### config.mk
export PLATFORM = sky130hd
export DESIGN_NAME = gpab_ports
export DESIGN_NICKNAME = d
export VERILOG_FILES = /design/src/gpab_ports.v
export VERILOG_INCLUDE_DIRS = /design/src
export SDC_FILE = /design/constraint.sdc
export NUM_CORES = 1
export LEC_CHECK = 0
export ABC_AREA = 1
export ABC_CLOCK_PERIOD_IN_PS = 3300
export BUFFER_PORTS_ARGS = -buffer_cell sky130_fd_sc_hd__buf_4
export CORE_MARGIN = 2
export CORE_UTILIZATION = 40
export CTS_CLUSTER_DIAMETER = 50
export DETAILED_ROUTE_END_ITERATION = 8
export MAX_ROUTING_LAYER = met4
export SLEW_MARGIN = 20
export SYNTH_ARGS = -nofsm -noshare
export SYNTH_HDL_FRONTEND = slang
export SYNTH_SLANG_ARGS = --single-unit
### constraint.sdc
create_clock -name clk -period 3.3 [get_ports clk]
set_clock_uncertainty 0.2 [all_clocks]
set_input_delay 0.66 -clock clk [delete_from_list [all_inputs] [get_ports clk]]
set_output_delay 0.66 -clock clk [all_outputs]
set_load 0.1 [all_outputs]
### src/gpab_regs.vh
/*
 * register offsets, widths and reset values of the three-port gpio block.
 * assumes a byte-wide register bus with 4-bit addresses inside the block.
 */
`ifndef GPAB_REGS_VH
`define GPAB_REGS_VH

`define GPAB_ADDR_W        4
`define GPAB_OFF_PA_DATA   4'h0
`define GPAB_OFF_PB_DATA   4'h1
`define GPAB_OFF_PC_DATA   4'h2
`define GPAB_OFF_PA_DIR    4'h4
`define GPAB_OFF_PB_DIR    4'h5
`define GPAB_OFF_PC_DIR    4'h6
`define GPAB_OFF_PA_PUE    4'hD
`define GPAB_OFF_PC_PUE    4'hE
`define GPAB_OFF_ADC_SEL   4'h9
`define GPAB_PA_W          4
`define GPAB_PB_W          6
`define GPAB_PC_W          2
`define GPAB_DIR_RST_PA    4'h0
`define GPAB_DIR_RST_PB    6'h00
`define GPAB_DIR_RST_PC    2'h0
`define GPAB_PUE_RST_PA    4'h0
`define GPAB_PUE_RST_PC    2'h0
`define GPAB_ADC_OFF       3'h7

`endif

### src/gpab_ports.v
/*
 * gpio logic for the keyboard-shared, converter-shared and plain two-bit ports.
 * assumes pins synchronous to clk and a master that never issues both strobes.
 */
// Decided for this implementation: the strobed register port.
`timescale 1ns/10ps
`include "gpab_regs.vh"

// Function
// one software data latch per pin; reset leaves the latches untouched.
// direction one drives latch onto pin; direction zero makes pin an input.
// keyboard port has four pins; reset clears its direction to inputs.
// keyboard port data read gives latch for outputs, pin level for inputs.
// data writes always update latch, whatever the direction; inputs unaffected.
// converter port data read gives latch for outputs, pin for inputs.
// keyboard pullup only when enabled and direction input; output disables it.
// keyboard irq enables make the keyboard port pins interrupt inputs.
// converter port has six pins; selected analog channel overrides pin logic.
// converter direction at its address, bits 5..0, reset to inputs, 7..6 zero.
// third port has two pins, one latch each, pullups when inputs; code gives an input its pullup only where its enable bit at 4'hE is set.
// software should load latch before switching a pin to output.
// two-bit port data read gives latch for outputs, pin for inputs.
// writes land on the strobe edge; unimplemented bits ignore writes, read zero.
module gpab_ports (
    input  wire                    clk,
    input  wire                    rst,
    input  wire [`GPAB_ADDR_W-1:0] addr,
    input  wire [7:0]              wdata,
    input  wire                    wr_en,
    input  wire                    rd_en,
    output reg  [7:0]              rdata_ff,
    input  wire [3:0]              pa_in,
    output reg  [3:0]              pa_out_ff,
    output reg  [3:0]              pa_oe_n_ff,
    output reg  [3:0]              pa_pullup_ff,
    input  wire [5:0]              pb_in,
    output reg  [5:0]              pb_out_ff,
    output reg  [5:0]              pb_oe_n_ff,
    output reg  [5:0]              pb_analog_ff,
    input  wire [1:0]              pc_in,
    output reg  [1:0]              pc_out_ff,
    output reg  [1:0]              pc_oe_n_ff,
    output reg  [1:0]              pc_pullup_ff,
    input  wire [3:0]              keyboard_pin_irq_enables,
    output reg  [3:0]              keyboard_inputs_ff
);

    // latches have no reset on purpose; contents survive a system reset
    reg [3:0] port_a_data_latch_ff;
    reg [5:0] port_b_data_latch_ff;
    reg [1:0] port_c_data_latch_ff;
    reg [3:0] port_a_direction_ff;
    reg [5:0] port_b_direction_ff;
    reg [1:0] port_c_direction_ff;
    reg [3:0] port_a_pullup_enable_ff;
    reg [1:0] port_c_pullup_enable_ff;
    reg [2:0] adc_sel_ff;
    reg [5:0] nxt_analog;
    reg [7:0] nxt_rdata;

    always @(posedge clk)
    begin
        if (wr_en && addr == `GPAB_OFF_PA_DATA)
            port_a_data_latch_ff <= wdata[3:0];
        if (wr_en && addr == `GPAB_OFF_PB_DATA)
            port_b_data_latch_ff <= wdata[5:0];
        if (wr_en && addr == `GPAB_OFF_PC_DATA)
            port_c_data_latch_ff <= wdata[1:0];
    end

    always @(posedge clk or posedge rst)
    begin
        if (rst)
        begin
            port_a_direction_ff     <= `GPAB_DIR_RST_PA;
            port_b_direction_ff     <= `GPAB_DIR_RST_PB;
            port_c_direction_ff     <= `GPAB_DIR_RST_PC;
            port_a_pullup_enable_ff <= `GPAB_PUE_RST_PA;
            port_c_pullup_enable_ff <= `GPAB_PUE_RST_PC;
            adc_sel_ff              <= `GPAB_ADC_OFF;
        end
        else if (wr_en)
        begin
            case (addr)
                `GPAB_OFF_PA_DIR: port_a_direction_ff     <= wdata[3:0];
                `GPAB_OFF_PB_DIR: port_b_direction_ff     <= wdata[5:0];
                `GPAB_OFF_PC_DIR: port_c_direction_ff     <= wdata[1:0];
                `GPAB_OFF_PA_PUE: port_a_pullup_enable_ff <= wdata[3:0];
                `GPAB_OFF_PC_PUE: port_c_pullup_enable_ff <= wdata[1:0];
                `GPAB_OFF_ADC_SEL: adc_sel_ff             <= wdata[2:0];
                default: ;
            endcase
        end
    end

    // channel codes 6 and 7 select no pin
    always @*
    begin
        nxt_analog = 6'h00;
        if (adc_sel_ff < 3'h6)
            nxt_analog[adc_sel_ff] = 1'b1;
    end

    // data reads mix latch and live pin per bit; unmapped addresses read zero
    always @*
    begin
        nxt_rdata = 8'h00;
        case (addr)
            `GPAB_OFF_PA_DATA: nxt_rdata[3:0] = (port_a_direction_ff & port_a_data_latch_ff)
                | (~port_a_direction_ff & pa_in);
            `GPAB_OFF_PB_DATA: nxt_rdata[5:0] = (port_b_direction_ff & port_b_data_latch_ff)
                | (~port_b_direction_ff & pb_in);
            `GPAB_OFF_PC_DATA: nxt_rdata[1:0] = (port_c_direction_ff & port_c_data_latch_ff)
                | (~port_c_direction_ff & pc_in);
            `GPAB_OFF_PA_DIR:  nxt_rdata[3:0] = port_a_direction_ff;
            `GPAB_OFF_PB_DIR:  nxt_rdata[5:0] = port_b_direction_ff;
            `GPAB_OFF_PC_DIR:  nxt_rdata[1:0] = port_c_direction_ff;
            `GPAB_OFF_PA_PUE:  nxt_rdata[3:0] = port_a_pullup_enable_ff;
            `GPAB_OFF_PC_PUE:  nxt_rdata[1:0] = port_c_pullup_enable_ff;
            `GPAB_OFF_ADC_SEL: nxt_rdata[2:0] = adc_sel_ff;
            default:           nxt_rdata = 8'h00;
        endcase
    end

    always @(posedge clk or posedge rst)
    begin
        if (rst)
        begin
            rdata_ff           <= 8'h00;
            pa_out_ff          <= 4'h0;
            pa_oe_n_ff         <= 4'hF;
            pa_pullup_ff       <= 4'h0;
            pb_out_ff          <= 6'h00;
            pb_oe_n_ff         <= 6'h3F;
            pb_analog_ff       <= 6'h00;
            pc_out_ff          <= 2'h0;
            pc_oe_n_ff         <= 2'h3;
            pc_pullup_ff       <= 2'h0;
            keyboard_inputs_ff <= 4'h0;
        end
        else
        begin
            rdata_ff     <= rd_en ? nxt_rdata : 8'h00;
            pa_out_ff    <= port_a_data_latch_ff;
            pa_oe_n_ff   <= ~port_a_direction_ff;
            pa_pullup_ff <= port_a_pullup_enable_ff & ~port_a_direction_ff;
            pb_out_ff    <= port_b_data_latch_ff;
            // analog selection forces the pin off the digital driver
            pb_oe_n_ff   <= ~(port_b_direction_ff & ~nxt_analog);
            pb_analog_ff <= nxt_analog;
            pc_out_ff    <= port_c_data_latch_ff;
            pc_oe_n_ff   <= ~port_c_direction_ff;
            pc_pullup_ff <= port_c_pullup_enable_ff & ~port_c_direction_ff;
            // live level handed to the keyboard logic only where enabled
            keyboard_inputs_ff <= pa_in & keyboard_pin_irq_enables;
        end
    end

endmodule

# ---- Yosys cells after proc, flatten, opt, wreduce, memory -nomap -nowiden
# Index checks and enable logic that the tools add are counted.
dict set report word_totals {
  ram_bits 0
  latch_bits 0
  register_bits 79
  output_inout_bits 48
  n_memories 0
  word_cells 68
  rom_bits 0
}
dict set report op_classes {
  add_sub_neg 0
  mux 8
  reduce_logical 11
  eq_ne 8
  n_mul 0
  n_shift 0
  order_cmp 3
  div_mod_pow 0
  n_bitwise 18
}
# cell n
set op_table {}
lappend op_table {{6-bit bitwise AND} 3}
lappend op_table {{6-bit inverter} 3}
lappend op_table {{2-bit one-hot mux with 9 select lines} 1}
lappend op_table {{4-bit bitwise AND} 4}
lappend op_table {{4-bit by 3-bit equality test with 1-bit output (second input constant)} 3}
lappend op_table {{4-bit equality test (second input constant)} 3}
lappend op_table {{6-bit 2-to-1 mux} 2}
lappend op_table {{2-bit AND reduction} 6}
lappend op_table {{2-bit bitwise AND} 3}
lappend op_table {{6-bit OR} 1}
lappend op_table {{1-bit one-hot mux with 6 select lines} 1}
lappend op_table {{1-bit one-hot mux with 5 select lines} 1}
lappend op_table {{4-bit by 1-bit equality test with 1-bit output (second input constant)} 1}
lappend op_table {{4-bit by 2-bit equality test with 1-bit output (second input constant)} 1}
lappend op_table {{1-bit logical AND} 4}
lappend op_table {{4-bit zero test} 1}
lappend op_table {{3-bit by 4-bit < comparator with 1-bit output (second input constant)} 1}
lappend op_table {{4-bit inverter} 1}
lappend op_table {{4-bit OR} 1}
lappend op_table {{2-bit one-hot mux with 2 select lines} 1}
lappend op_table {{1-bit demux with 3-bit select} 1}
lappend op_table {{3-bit by 1-bit >= comparator with 1-bit output (second input constant)} 1}
lappend op_table {{3-bit < comparator (second input constant)} 1}
lappend op_table {{2-bit inverter} 1}
lappend op_table {{other kinds (2)} 2}

# ---- Logic depth before layout (Yosys ltp)
# Gate-level depths: netlist of the first run.
dict set report logic_depth {
  word_depth 8
  depth_mapped 9
}

# ---- Least setup slack after synthesis of the first run
# Ideal clock, no wire load.
dict set report synth_path {
  kind {input to register}
  start {in wr_en}
  end {reg port_b_data_latch_ff[0], enable pin}
  cell_stages 3
  setup_time_ns 0.377
  required_ns 2.723
  path_slack_ns 1.329
  arrival_time_ns 1.394
  n_path_buf 1
  cell_sequence {buf_4 inv_1 nor3_1}
}
dict set report synth_between {
  elab_chain_len 1
}
# element line
set synth_rtl {}
lappend synth_rtl {{start: declaration} gpab_ports.v:29} ;# input wire wr_en,
lappend synth_rtl {{1-bit logical AND (no line)} -}
lappend synth_rtl {{end signal: assignment} gpab_ports.v:66} ;# port_b_data_latch_ff <= wdata[5:0];
lappend synth_rtl {{end: declaration} gpab_ports.v:50} ;# reg [5:0] port_b_data_latch_ff;
# No other way between the ends.
# A chain may end at the register's enable or synchronous reset.

# ---- Final worst setup path of the first run
dict set report layout_path {
  start {reg pb_oe_n_ff[1]}
  end {out pb_oe_n_ff[1]}
}
# element line
set layout_rtl {}
lappend layout_rtl {{start: declaration} gpab_ports.v:38} ;# output reg [5:0] pb_oe_n_ff,
lappend layout_rtl {{start signal: assignment} gpab_ports.v:149} ;# pb_oe_n_ff <= ~(port_b_direction_ff & ~nxt_analog);
# No word-level cell between the ends.

==> metrics.cfg, run 1 <==
[outcome]
status=finished clean

[setup_path]
worst-path-max-fanout=1
crit_family=flip-flops
worstReg2RegEnd=rdata_ff[0]$_DFF_PP0_
arrival_ps=1150
path_class=reg -> out
cp-start-kind=flop
cp-end-kind=output port
r2r_start=port_b_direction_ff[0]$_DFFE_PP0P_
cp-startpoint=pb_oe_n_ff[1]$_DFF_PP1_
reg2reg_depth=8
cp_cell_sequence=buf_4
critPathBufInv=1
ff2ff_setup_slack_ps=1960
cpPeakStageDelay_ps=530
crit_end=pb_oe_n_ff[1]
crit_slowest_cell=dfstp_2
crit_cells=1
worstPathRequired_ps=2440

[grt]
grt_util_met2_pct=24.7
track_usage_pct=17.3
grt_first_pass_wirelength_um=10900
grt_pass1_vias=2183
antenna_found_initial=0
grtUsageMet1_pct=24.5
grt_overflow=0
grt-busiest-layer=met2
grtUsageMet3_pct=3.20
grt_max_degree=41

[finish]
syn2layout_area_growth_pct=29.2
multiInputGateArea_sq_um=840
ff_latch_area_sq_mm=0.00206
antenna_cells=0
mostFrequentLayoutCells=nand2_1, buf_4, dfrtp_1, inv_1, nor2_1
fin_nets=421
drive_gt1_share_pct=32.0
fillers=700
utilization_pct=53.9
final_common_cell=nand2_1

[die]
die_h_um=91.7
dieArea_sq_mm=0.00841
io_pins=80
start_util_pct=41.7
die_w_um=91.7
core_sq_mm=0.00737
row_count=31

[sta]
maxSlewViolCount=0
fin_ws_ps=1290
finalSetupViolCount=0
maxSlewHeadroom_pct=59.5
fin_tns_setup_ps=0
period_share_pct=60.9
fmax_mhz=498
hold_violations=0
period_needed_ps=2010
worst_pin_slew_ps=607
grt_setup_unrepaired=false

[synth]
synth-edff-count=12
syn_area_sq_mm=0.00308
synth_cells=305
ys.flop_type=dfrtp_1
ys_warn_count=0
ys_seq_area_share_pct=66.8
synth_largest_area_cell=dfrtp_1
synthArstFlopShare_pct=84.8
yosysTopAreaCellShare_pct=42.3
yosys-top-cells-area=dfrtp_1, dfstp_2, edfxtp_1
yosysUniqueCellTypes=23
ys_seq_elements=79
avgSynthCellArea_sq_um=10.1

[cts]
cts_buffers=9
tritoncts=yes
clockBufferDepth=2
cts.clk_slew.worst_paths_ps=90
hold_buffers=0
clock_latency_ps=350
cts_root_buf=clkbuf_8
h-tree-depth=3
cts.sink_count=79
cts_setup_buffers=0
cts_resized=0

[pwr]
powerDensity_mw_per_mm2=722
p_leak_uw=0.00201
irDropWorstVdd_mv=0.366
p_total_uw=2870

[placed_design]
dp_hpwl_um=4820
dp_slack_ps=1260
port_buffers=75
place_congestion=0.850

[min_path]
hp-class=reg -> reg
whs_path_depth=0

[run]
cap_violations=0

[drt]
wl_per_cell_um=13.4
first_pass_iters=4
via_per_inst=4.50
drt_iter0_drc=116
num_vias=2217
drc_errors=0
wirelength_um=6580
antenna_left=0

## Yosys cell counts (4+ instances only)
master and count:
dfstp_2 15, inv_1 37, o21ai_0 22, nor2_1 23
nand3_1 17, dfrtp_1 52, buf_4 4, a21oi_1 6
o21ai_1 4, edfxtp_1 12, nor2_4 4, nand2_1 89
## per-layer routing
metal,share of wire (%),vias to the layer above
met5,0,-
met4,1.7,0
met3,4.0,8
met2,46,58
met1,48,1035
li1,-,1116
## kinds of logic after synthesis
group / Yosys count / share of synthesized area (%)
other cells: 1 / 0.122
simple gates: 143 / 20.3
flops: 79 / 66.8
buf+inv: 45 / 6.02
mux: 2 / 0.732
compound gates: 35 / 6.06
## power by group
| part | switching (uW) | internal (uW) | total [uW] |
|---|---|---|---|
| clock | 351 | 428 | 779 |
| sequential | 88.6 | 1140 | 1230 |
| combinational | 686 | 176 | 862 |
## final cells by class
class,instances,share of cell area [%]
inverters,40,3.81
well taps,99,3.12
flip-flops and latches,79,51.7
multi-input cells,182,21.1
clock inverters,5,2.05
repair buffers,77,14.9
clock buffers,11,3.31
## through the flow
stage	std cells	hold slack (ps)	area (sq um)
after CTS	493	176	3970
after global placement	477	161	3760
after detailed placement	477	162	3760
after floorplan	306	149	3080
after global routing	493	177	3970
final	493	172	3970
## flip-flops by register name, indices dropped and copies added, names as in the netlist
name                     cells
pc_out_ff                    2
keyboard_inputs_ff           4
pc_pullup_ff                 2
pa_oe_n_ff                   4
port_b_data_latch_ff         6
port_b_direction_ff          6
pa_out_ff                    4
port_a_direction_ff          4
pa_pullup_ff                 4
port_c_direction_ff          2
pb_oe_n_ff                   6
port_a_pullup_enable_ff      4
pc_oe_n_ff                   2
port_a_data_latch_ff         4
adc_sel_ff                   3
port_c_pullup_enable_ff      2
pb_analog_ff                 6
port_c_data_latch_ff         2
pb_out_ff                    6
rdata_ff                     6
## worst min path at each step
stage                                      startpoint                      to  slack [ps]
detailed placement  port_b_data_latch_ff[0]$_DFFE_PP_  pb_out_ff[0]$_DFF_PP0_         160
global route        port_b_data_latch_ff[5]$_DFFE_PP_  pb_out_ff[5]$_DFF_PP0_         180
global placement    port_a_data_latch_ff[1]$_DFFE_PP_  pa_out_ff[1]$_DFF_PP0_         160
CTS                 port_b_data_latch_ff[5]$_DFFE_PP_  pb_out_ff[5]$_DFF_PP0_         180
floorplan           port_b_data_latch_ff[4]$_DFFE_PP_  pb_out_ff[4]$_DFF_PP0_         150
finish              port_b_data_latch_ff[5]$_DFFE_PP_  pb_out_ff[5]$_DFF_PP0_         170
(Power assumes the default switching activity.)
==> inputs of run 2 (changes only) <==
--- a/config.mk
+++ b/config.mk
@@ -7,13 +7,14 @@
 export NUM_CORES = 1
 export LEC_CHECK = 0
 export ABC_AREA = 1
-export ABC_CLOCK_PERIOD_IN_PS = 3300
+export ABC_CLOCK_PERIOD_IN_PS = 1750
 export BUFFER_PORTS_ARGS = -buffer_cell sky130_fd_sc_hd__buf_4
 export CORE_MARGIN = 2
 export CORE_UTILIZATION = 40
 export CTS_CLUSTER_DIAMETER = 50
 export DETAILED_ROUTE_END_ITERATION = 8
 export MAX_ROUTING_LAYER = met4
+export PLACE_DENSITY = 0.66
 export SLEW_MARGIN = 20
 export SYNTH_ARGS = -nofsm -noshare
 export SYNTH_HDL_FRONTEND = slang
==> constraint.sdc (replaced) <==
create_clock -name clk -period 1.75 [get_ports clk]
set_clock_uncertainty 0.2 [all_clocks]
set_input_delay 0.35 -clock clk [delete_from_list [all_inputs] [get_ports clk]]
set_output_delay 0.35 -clock clk [all_outputs]
set_load 0.1 [all_outputs]
==> run 2 against run 1 <==
  * Clock-buffer cell count down 1
  * Critical path depth did not move
  * Global-route usage down 0.46 points
  * Sequential share of layout area down 1.8 points
  * Flip-flop and latch count unchanged
  * Cell count up 3.2%
  * First-iteration DRC count increased by 13%
  * Non-clock buffer count up 16
  * Critical path type unchanged
==> metrics.cfg, run 2 (synthesis gave the netlist of run 1 again) <==
[grt]
grt_overflow=0  ; unchanged
grt_max_degree=68  ; +66%
grt_pass1_vias=2330  ; +6.7%
grt_first_pass_wirelength_um=10700  ; -1.3%
antenna_found_initial=0  ; unchanged
grt-busiest-layer=met2
grtUsageMet1_pct=20.7  ; -3.8 points
track_usage_pct=16.8  ; -0.46 points
grt_util_met2_pct=27.6  ; +2.9 points
grtUsageMet3_pct=3.12  ; -0.082 points

[setup_path]
arrival_ps=1160  ; about the same
crit_slowest_cell=dfstp_2
worstPathRequired_ps=1200  ; -1240 ps
worst-path-max-fanout=1  ; unchanged
crit_family=flip-flops
cp-end-kind=output port
path_class=reg -> out
cp_cell_sequence=buf_4
cpPeakStageDelay_ps=530  ; about the same
critPathBufInv=1  ; unchanged
cp-start-kind=flop

[finish]
fin_nets=437  ; +3.8%
final_common_cell=nand2_1
fillers=672  ; -4.0%
syn2layout_area_growth_pct=33.9
mostFrequentLayoutCells=nand2_1, buf_4, dfrtp_1, inv_1, nor2_1
antenna_cells=0  ; unchanged
drive_gt1_share_pct=32.0  ; about the same

[pwr]
powerDensity_mw_per_mm2=1290  ; +78%
p_int_uw=3120  ; +79%
p_leak_uw=0.00207  ; +3.0%
irDropWorstVdd_mv=0.845  ; +130%
clockPowerShare_pct=24.9  ; -2.3 points
p_switching_uw=2180  ; +93%
p_comb_share_pct=31.3  ; +1.3 points
seq_power_share_pct=43.8  ; +1.0 points
sw_frac_of_total_pct=41.1  ; +1.8 points

[cts]
cts.sink_count=79  ; unchanged
cts.clk_slew.worst_paths_ps=90  ; about the same
h-tree-depth=3  ; unchanged
clock_latency_ps=350  ; about the same
clockBufferDepth=2  ; unchanged
cts_root_buf=clkbuf_8
cts_setup_buffers=0  ; unchanged
tritoncts=yes
cts_buffers=9  ; unchanged

[die]
row_count=31  ; unchanged
io_pins=80  ; unchanged
dieArea_sq_mm=0.00841  ; unchanged
die_w_um=91.7  ; unchanged
core_sq_mm=0.00737  ; unchanged
start_util_pct=41.7  ; unchanged
die_h_um=91.7  ; unchanged

[sta]
hold_violations=0  ; unchanged
period_needed_ps=1710
grt_setup_unrepaired=false
fmax_mhz=584
period_share_pct=97.8
fin_ws_ps=38.3  ; -1250 ps
fin_tns_setup_ps=0  ; unchanged
maxSlewViolCount=0  ; unchanged
finalSetupViolCount=0  ; unchanged

[placed_design]
dp_slack_ps=120  ; -1140 ps
dp_hpwl_um=4810  ; -0.24%
place_congestion=0.862  ; +1.4%
port_buffers=75  ; unchanged

[min_path]
hp-class=in -> reg

[drt]
drc_errors=0  ; unchanged
num_vias=2329  ; +5.1%
antenna_left=0  ; unchanged
via_per_inst=4.58  ; +1.7%
wirelength_um=6660  ; +1.2%
drt_iter0_drc=131  ; +13%
wl_per_cell_um=13.1  ; -2.0%
first_pass_iters=4  ; unchanged

[run]
cap_violations=0  ; unchanged

[outcome]
status=finished clean

## run 2: final timing paths
check	from	end	slack, ps	depth (start not counted)
max in group asynchronous	rst	adc_sel_ff[1]$_DFFE_PP1P_	570	4
max reg2reg	port_c_direction_ff[1]$_DFFE_PP0P_	rdata_ff[1]$_DFF_PP0_	440	9
max	pb_oe_n_ff[3]$_DFF_PP1_	pb_oe_n_ff[3]	40	1
min reg2reg	port_b_data_latch_ff[5]$_DFFE_PP_	pb_out_ff[5]$_DFF_PP0_	180	0
min in group asynchronous	rst	keyboard_inputs_ff[2]$_DFF_PP0_	450	4
min	pa_in[3]	keyboard_inputs_ff[3]$_DFF_PP0_	10	3
## run 2: worst reg2reg max path, delay by kind of cell (launching register included)
kind,cells,cell delay [ps]
buffers and inverters,2,120
DFF,1,440
and+or+nand+nor,7,450
## run 2: cell type report
type	count	area, sq um	area share (%)
Sequential cell	79	2060	49.9
Multi-Input combinational cell	182	840	20.4
Timing Repair Buffer	93	747	18.1
Inverter	40	155	3.77
Clock buffer	10	149	3.61
Tap cell	99	124	3.01
Clock inverter	6	50.0	1.21
## run 2: power groups by stage
stage                     sequential, uW  clock (uW)  combinational [uW]
after global routing                2360        1420                1740
after floorplan                     3270           0                 330
after detailed placement            2350           0                1640
after global placement              2350           0                1620
after CTS                           2320        1350                1670
final                               2320        1320                1660
## run 2: what timing repair did
item | CTS | global route
endpoints found under the hold margin | 65 | 2
resized for setup | 0 | 1
hold buffers | 12 | 1
endpoints found under the setup margin | 0 | 1
## run 2: stage by stage
step	std cells	hold slack [ps]	power, uW	area [sq um]	util (%)
4_1_cts	508	4.04	5330	4110	55.7
3_5_place_dp	480	161	3990	3790	51.4
2_1_floorplan	306	149	3600	3080	-
5_1_grt	509	25.0	5530	4120	55.9
3_3_place_gp	480	162	3970	3790	51.4
6_report	509	14.0	5300	4120	55.9
## run 2: routing by layer
layer	wire length, um	vias to the layer above
met2	3270	62
met3	307	11
met5	0	-
met1	2970	1108
met4	123	0
li1	-	1148
==> inputs of run 3 (changes only) <==
--- a/config.mk
+++ b/config.mk
@@ -9,12 +9,13 @@
 export ABC_AREA = 1
 export ABC_CLOCK_PERIOD_IN_PS = 1750
 export BUFFER_PORTS_ARGS = -buffer_cell sky130_fd_sc_hd__buf_4
-export CORE_MARGIN = 2
+export CORE_MARGIN = 5
 export CORE_UTILIZATION = 40
 export CTS_CLUSTER_DIAMETER = 50
 export DETAILED_ROUTE_END_ITERATION = 8
 export MAX_ROUTING_LAYER = met4
-export PLACE_DENSITY = 0.66
+export PLACE_DENSITY = 0.76
+export REMOVE_ABC_BUFFERS = 1
 export SLEW_MARGIN = 20
 export SYNTH_ARGS = -nofsm -noshare
 export SYNTH_HDL_FRONTEND = slang
==> run 3 against run 2 <==
  * Cell count grew 0.79%
  * Die area grew 14%
  * Clock power is 12% lower
  * Sequential power is essentially flat
  * Clock-buffer cell count rose by 1
  * First-iteration DRC count increased by 19%
  * Sequential share of layout area grew 0.35 points
  * Maximum frequency up 0.71%
  * Critical path depth unchanged
  * Worst setup slack improved by 12 ps
  * Final area down 0.70%
  * Critical path type unchanged
  * Critical endpoint is now pb_oe_n_ff[2]
  * Highest routed layer unchanged
==> metrics.cfg, run 3 (synthesis gave the netlist of run 1 again) <==
[outcome]
status=finished clean

[pwr]
clockPowerShare_pct=22.6  ; -2.3 points
p_switching_uw=2090  ; -3.8%
irDropWorstVdd_mv=0.905  ; +7.1%
p_leak_uw=0.00206  ; -0.42%
p_total_uw=5140  ; -3.1%
sw_frac_of_total_pct=40.8  ; -0.29 points
seq_power_share_pct=45.1  ; +1.3 points
powerDensity_mw_per_mm2=1260  ; -2.5%
p_comb_share_pct=32.3  ; +1.0 points
p_int_uw=3040  ; -2.7%

[die]
io_pins=80  ; unchanged
die_h_um=97.7  ; +6.5%
core_sq_mm=0.00761  ; +3.2%
dieArea_sq_mm=0.00955  ; +14%
row_count=32  ; +3.2%
die_w_um=97.7  ; +6.5%
start_util_pct=40.4  ; -1.3 points

[cts]
cts_root_buf=clkbuf_8
clock_latency_ps=340  ; about the same
tritoncts=yes
cts_resized=0  ; unchanged
cts.sink_count=79  ; unchanged
cts.clk_slew.worst_paths_ps=80  ; about the same
cts_buffers=9  ; unchanged
clockBufferDepth=2  ; unchanged
h-tree-depth=3  ; unchanged

[setup_path]
cp-start-kind=flop
crit_slowest_cell=dfstp_2
worstPathRequired_ps=1200  ; about the same
critPathBufInv=1  ; unchanged
crit_family=flip-flops
arrival_ps=1150  ; about the same
path_class=reg -> out
cp_cell_sequence=buf_4
cpPeakStageDelay_ps=530  ; about the same
cp-end-kind=output port
worst-path-max-fanout=1  ; unchanged

[grt]
grt_pass1_vias=2378  ; +2.1%
grt_overflow=0  ; unchanged
grt_first_pass_wirelength_um=11600  ; +7.8%
track_usage_pct=15.8  ; -1.0 points
antenna_found_initial=0  ; unchanged
grt_max_degree=36  ; -47%

[sta]
period_share_pct=97.1  ; -0.69 points
maxSlewViolCount=0  ; unchanged
hold-worst-slack_ps=9.46  ; -4.55 ps
fmax_mhz=588  ; +0.71%
hold_violations=0  ; unchanged
grt_setup_unrepaired=false
period_needed_ps=1700  ; -12.1 ps
fin_ws_ps=50.3  ; +12.1 ps
finalSetupViolCount=0  ; unchanged

[drt]
wl_per_cell_um=13.4  ; +2.1%
antenna_left=0  ; unchanged
first_pass_iters=4  ; unchanged
drt_iter0_drc=156  ; +19%
drc_errors=0  ; unchanged
wirelength_um=6850  ; +2.9%
via_per_inst=4.54  ; -0.69%
num_vias=2331  ; +0.086%

[min_path]
hp-class=in -> reg

[placed_design]
dp.cells=484  ; +0.83%
dp_hpwl_um=5100  ; +6.0%
dp_slack_ps=110  ; -9.90 ps
port_buffers=75  ; unchanged
place_congestion=0.961  ; +12%

[finish]
fillers=701  ; +4.3%
drive_gt1_share_pct=31.4  ; -0.56 points
final_common_cell=nand2_1
utilization_pct=53.8  ; -2.1 points
fin_nets=438  ; +0.23%
antenna_cells=0  ; unchanged
final_cells=513  ; +0.79%
syn2layout_area_growth_pct=33.0
mostFrequentLayoutCells=nand2_1, buf_4, dfrtp_1, inv_1, nor2_1

[run]
cap_violations=0  ; unchanged

-- run 3: changes by cell type in the layout (fill, tap and decap cells not counted), sizes merged --
cell	delta
inv	-2
clkinvlp	-1
clkbuf	+1
buf	+1
clkinv	+2
-- run 3: what timing repair did --
item	in CTS	in global routing
endpoints found under the hold margin	27	0
setup buffers	0	0
hold buffers	13	0
-- run 3: worst paths after layout --
check / from / end / slack, ps / depth (start not counted)
worst max-delay path: pb_oe_n_ff[2]$_DFF_PP1_ / pb_oe_n_ff[2] / 50 / 1
worst min-delay path: pa_in[2] / keyboard_inputs_ff[2]$_DFF_PP0_ / 9 / 3
worst max register to register: port_c_direction_ff[0]$_DFFE_PP0P_ / rdata_ff[0]$_DFF_PP0_ / 390 / 9
worst min register to register: port_a_data_latch_ff[1]$_DFFE_PP_ / pa_out_ff[1]$_DFF_PP0_ / 170 / 0
max in group asynchronous: rst / pa_oe_n_ff[2]$_DFF_PP1_ / 390 / 4
min in group asynchronous: rst / keyboard_inputs_ff[1]$_DFF_PP0_ / 350 / 3
-- run 3: metal layers --
layer	GRT usage, %	vias to the layer above	part of all wire, %
met3	4.24	16	6.2
met4	6.92	0	2.5
met5	-	-	0
met1	19.5	1083	44
li1	-	1157	-
met2	24.5	75	47
-- run 3: area by class of cell --
cell class	count	area [sq um]	share of cell area, %
clock buffer	11	141	3.46
clock inverter	5	25.0	0.612
inverter	40	151	3.70
multi-input combinational	182	840	20.5
sequential	79	2060	50.2
tap	102	128	3.12
timing repair buffer	94	751	18.3
-- run 3: power by group through the flow --
| stage | Clock [uW] | Sequential [uW] | Combinational, uW |
|---|---|---|---|
| 4_1_cts | 1200 | 2320 | 1670 |
| 3_3_place_gp | 0 | 2350 | 1630 |
| 5_1_grt | 1290 | 2350 | 1750 |
| 3_5_place_dp | 0 | 2350 | 1650 |
| 2_1_floorplan | 0 | 3270 | 310 |
| 6_report | 1160 | 2320 | 1660 |
-- run 3: through the flow --
step	instance area (sq um)	TNS (ps)
finish	4090	0
global route	4090	0
global placement	3790	0
CTS	4090	0
floorplan	3050	-24740
detailed placement	3790	0
-- run 3: worst register-to-register path: stages, from the launching register on --
cell     delay (ps)
dfrtp_1         440
inv_1            90
nand2_1          60
nand2_1          60
nand2_1          70
nand2_1          50
nor2_1           90
nand3_1          90
nand2_1          70
inv_1            30
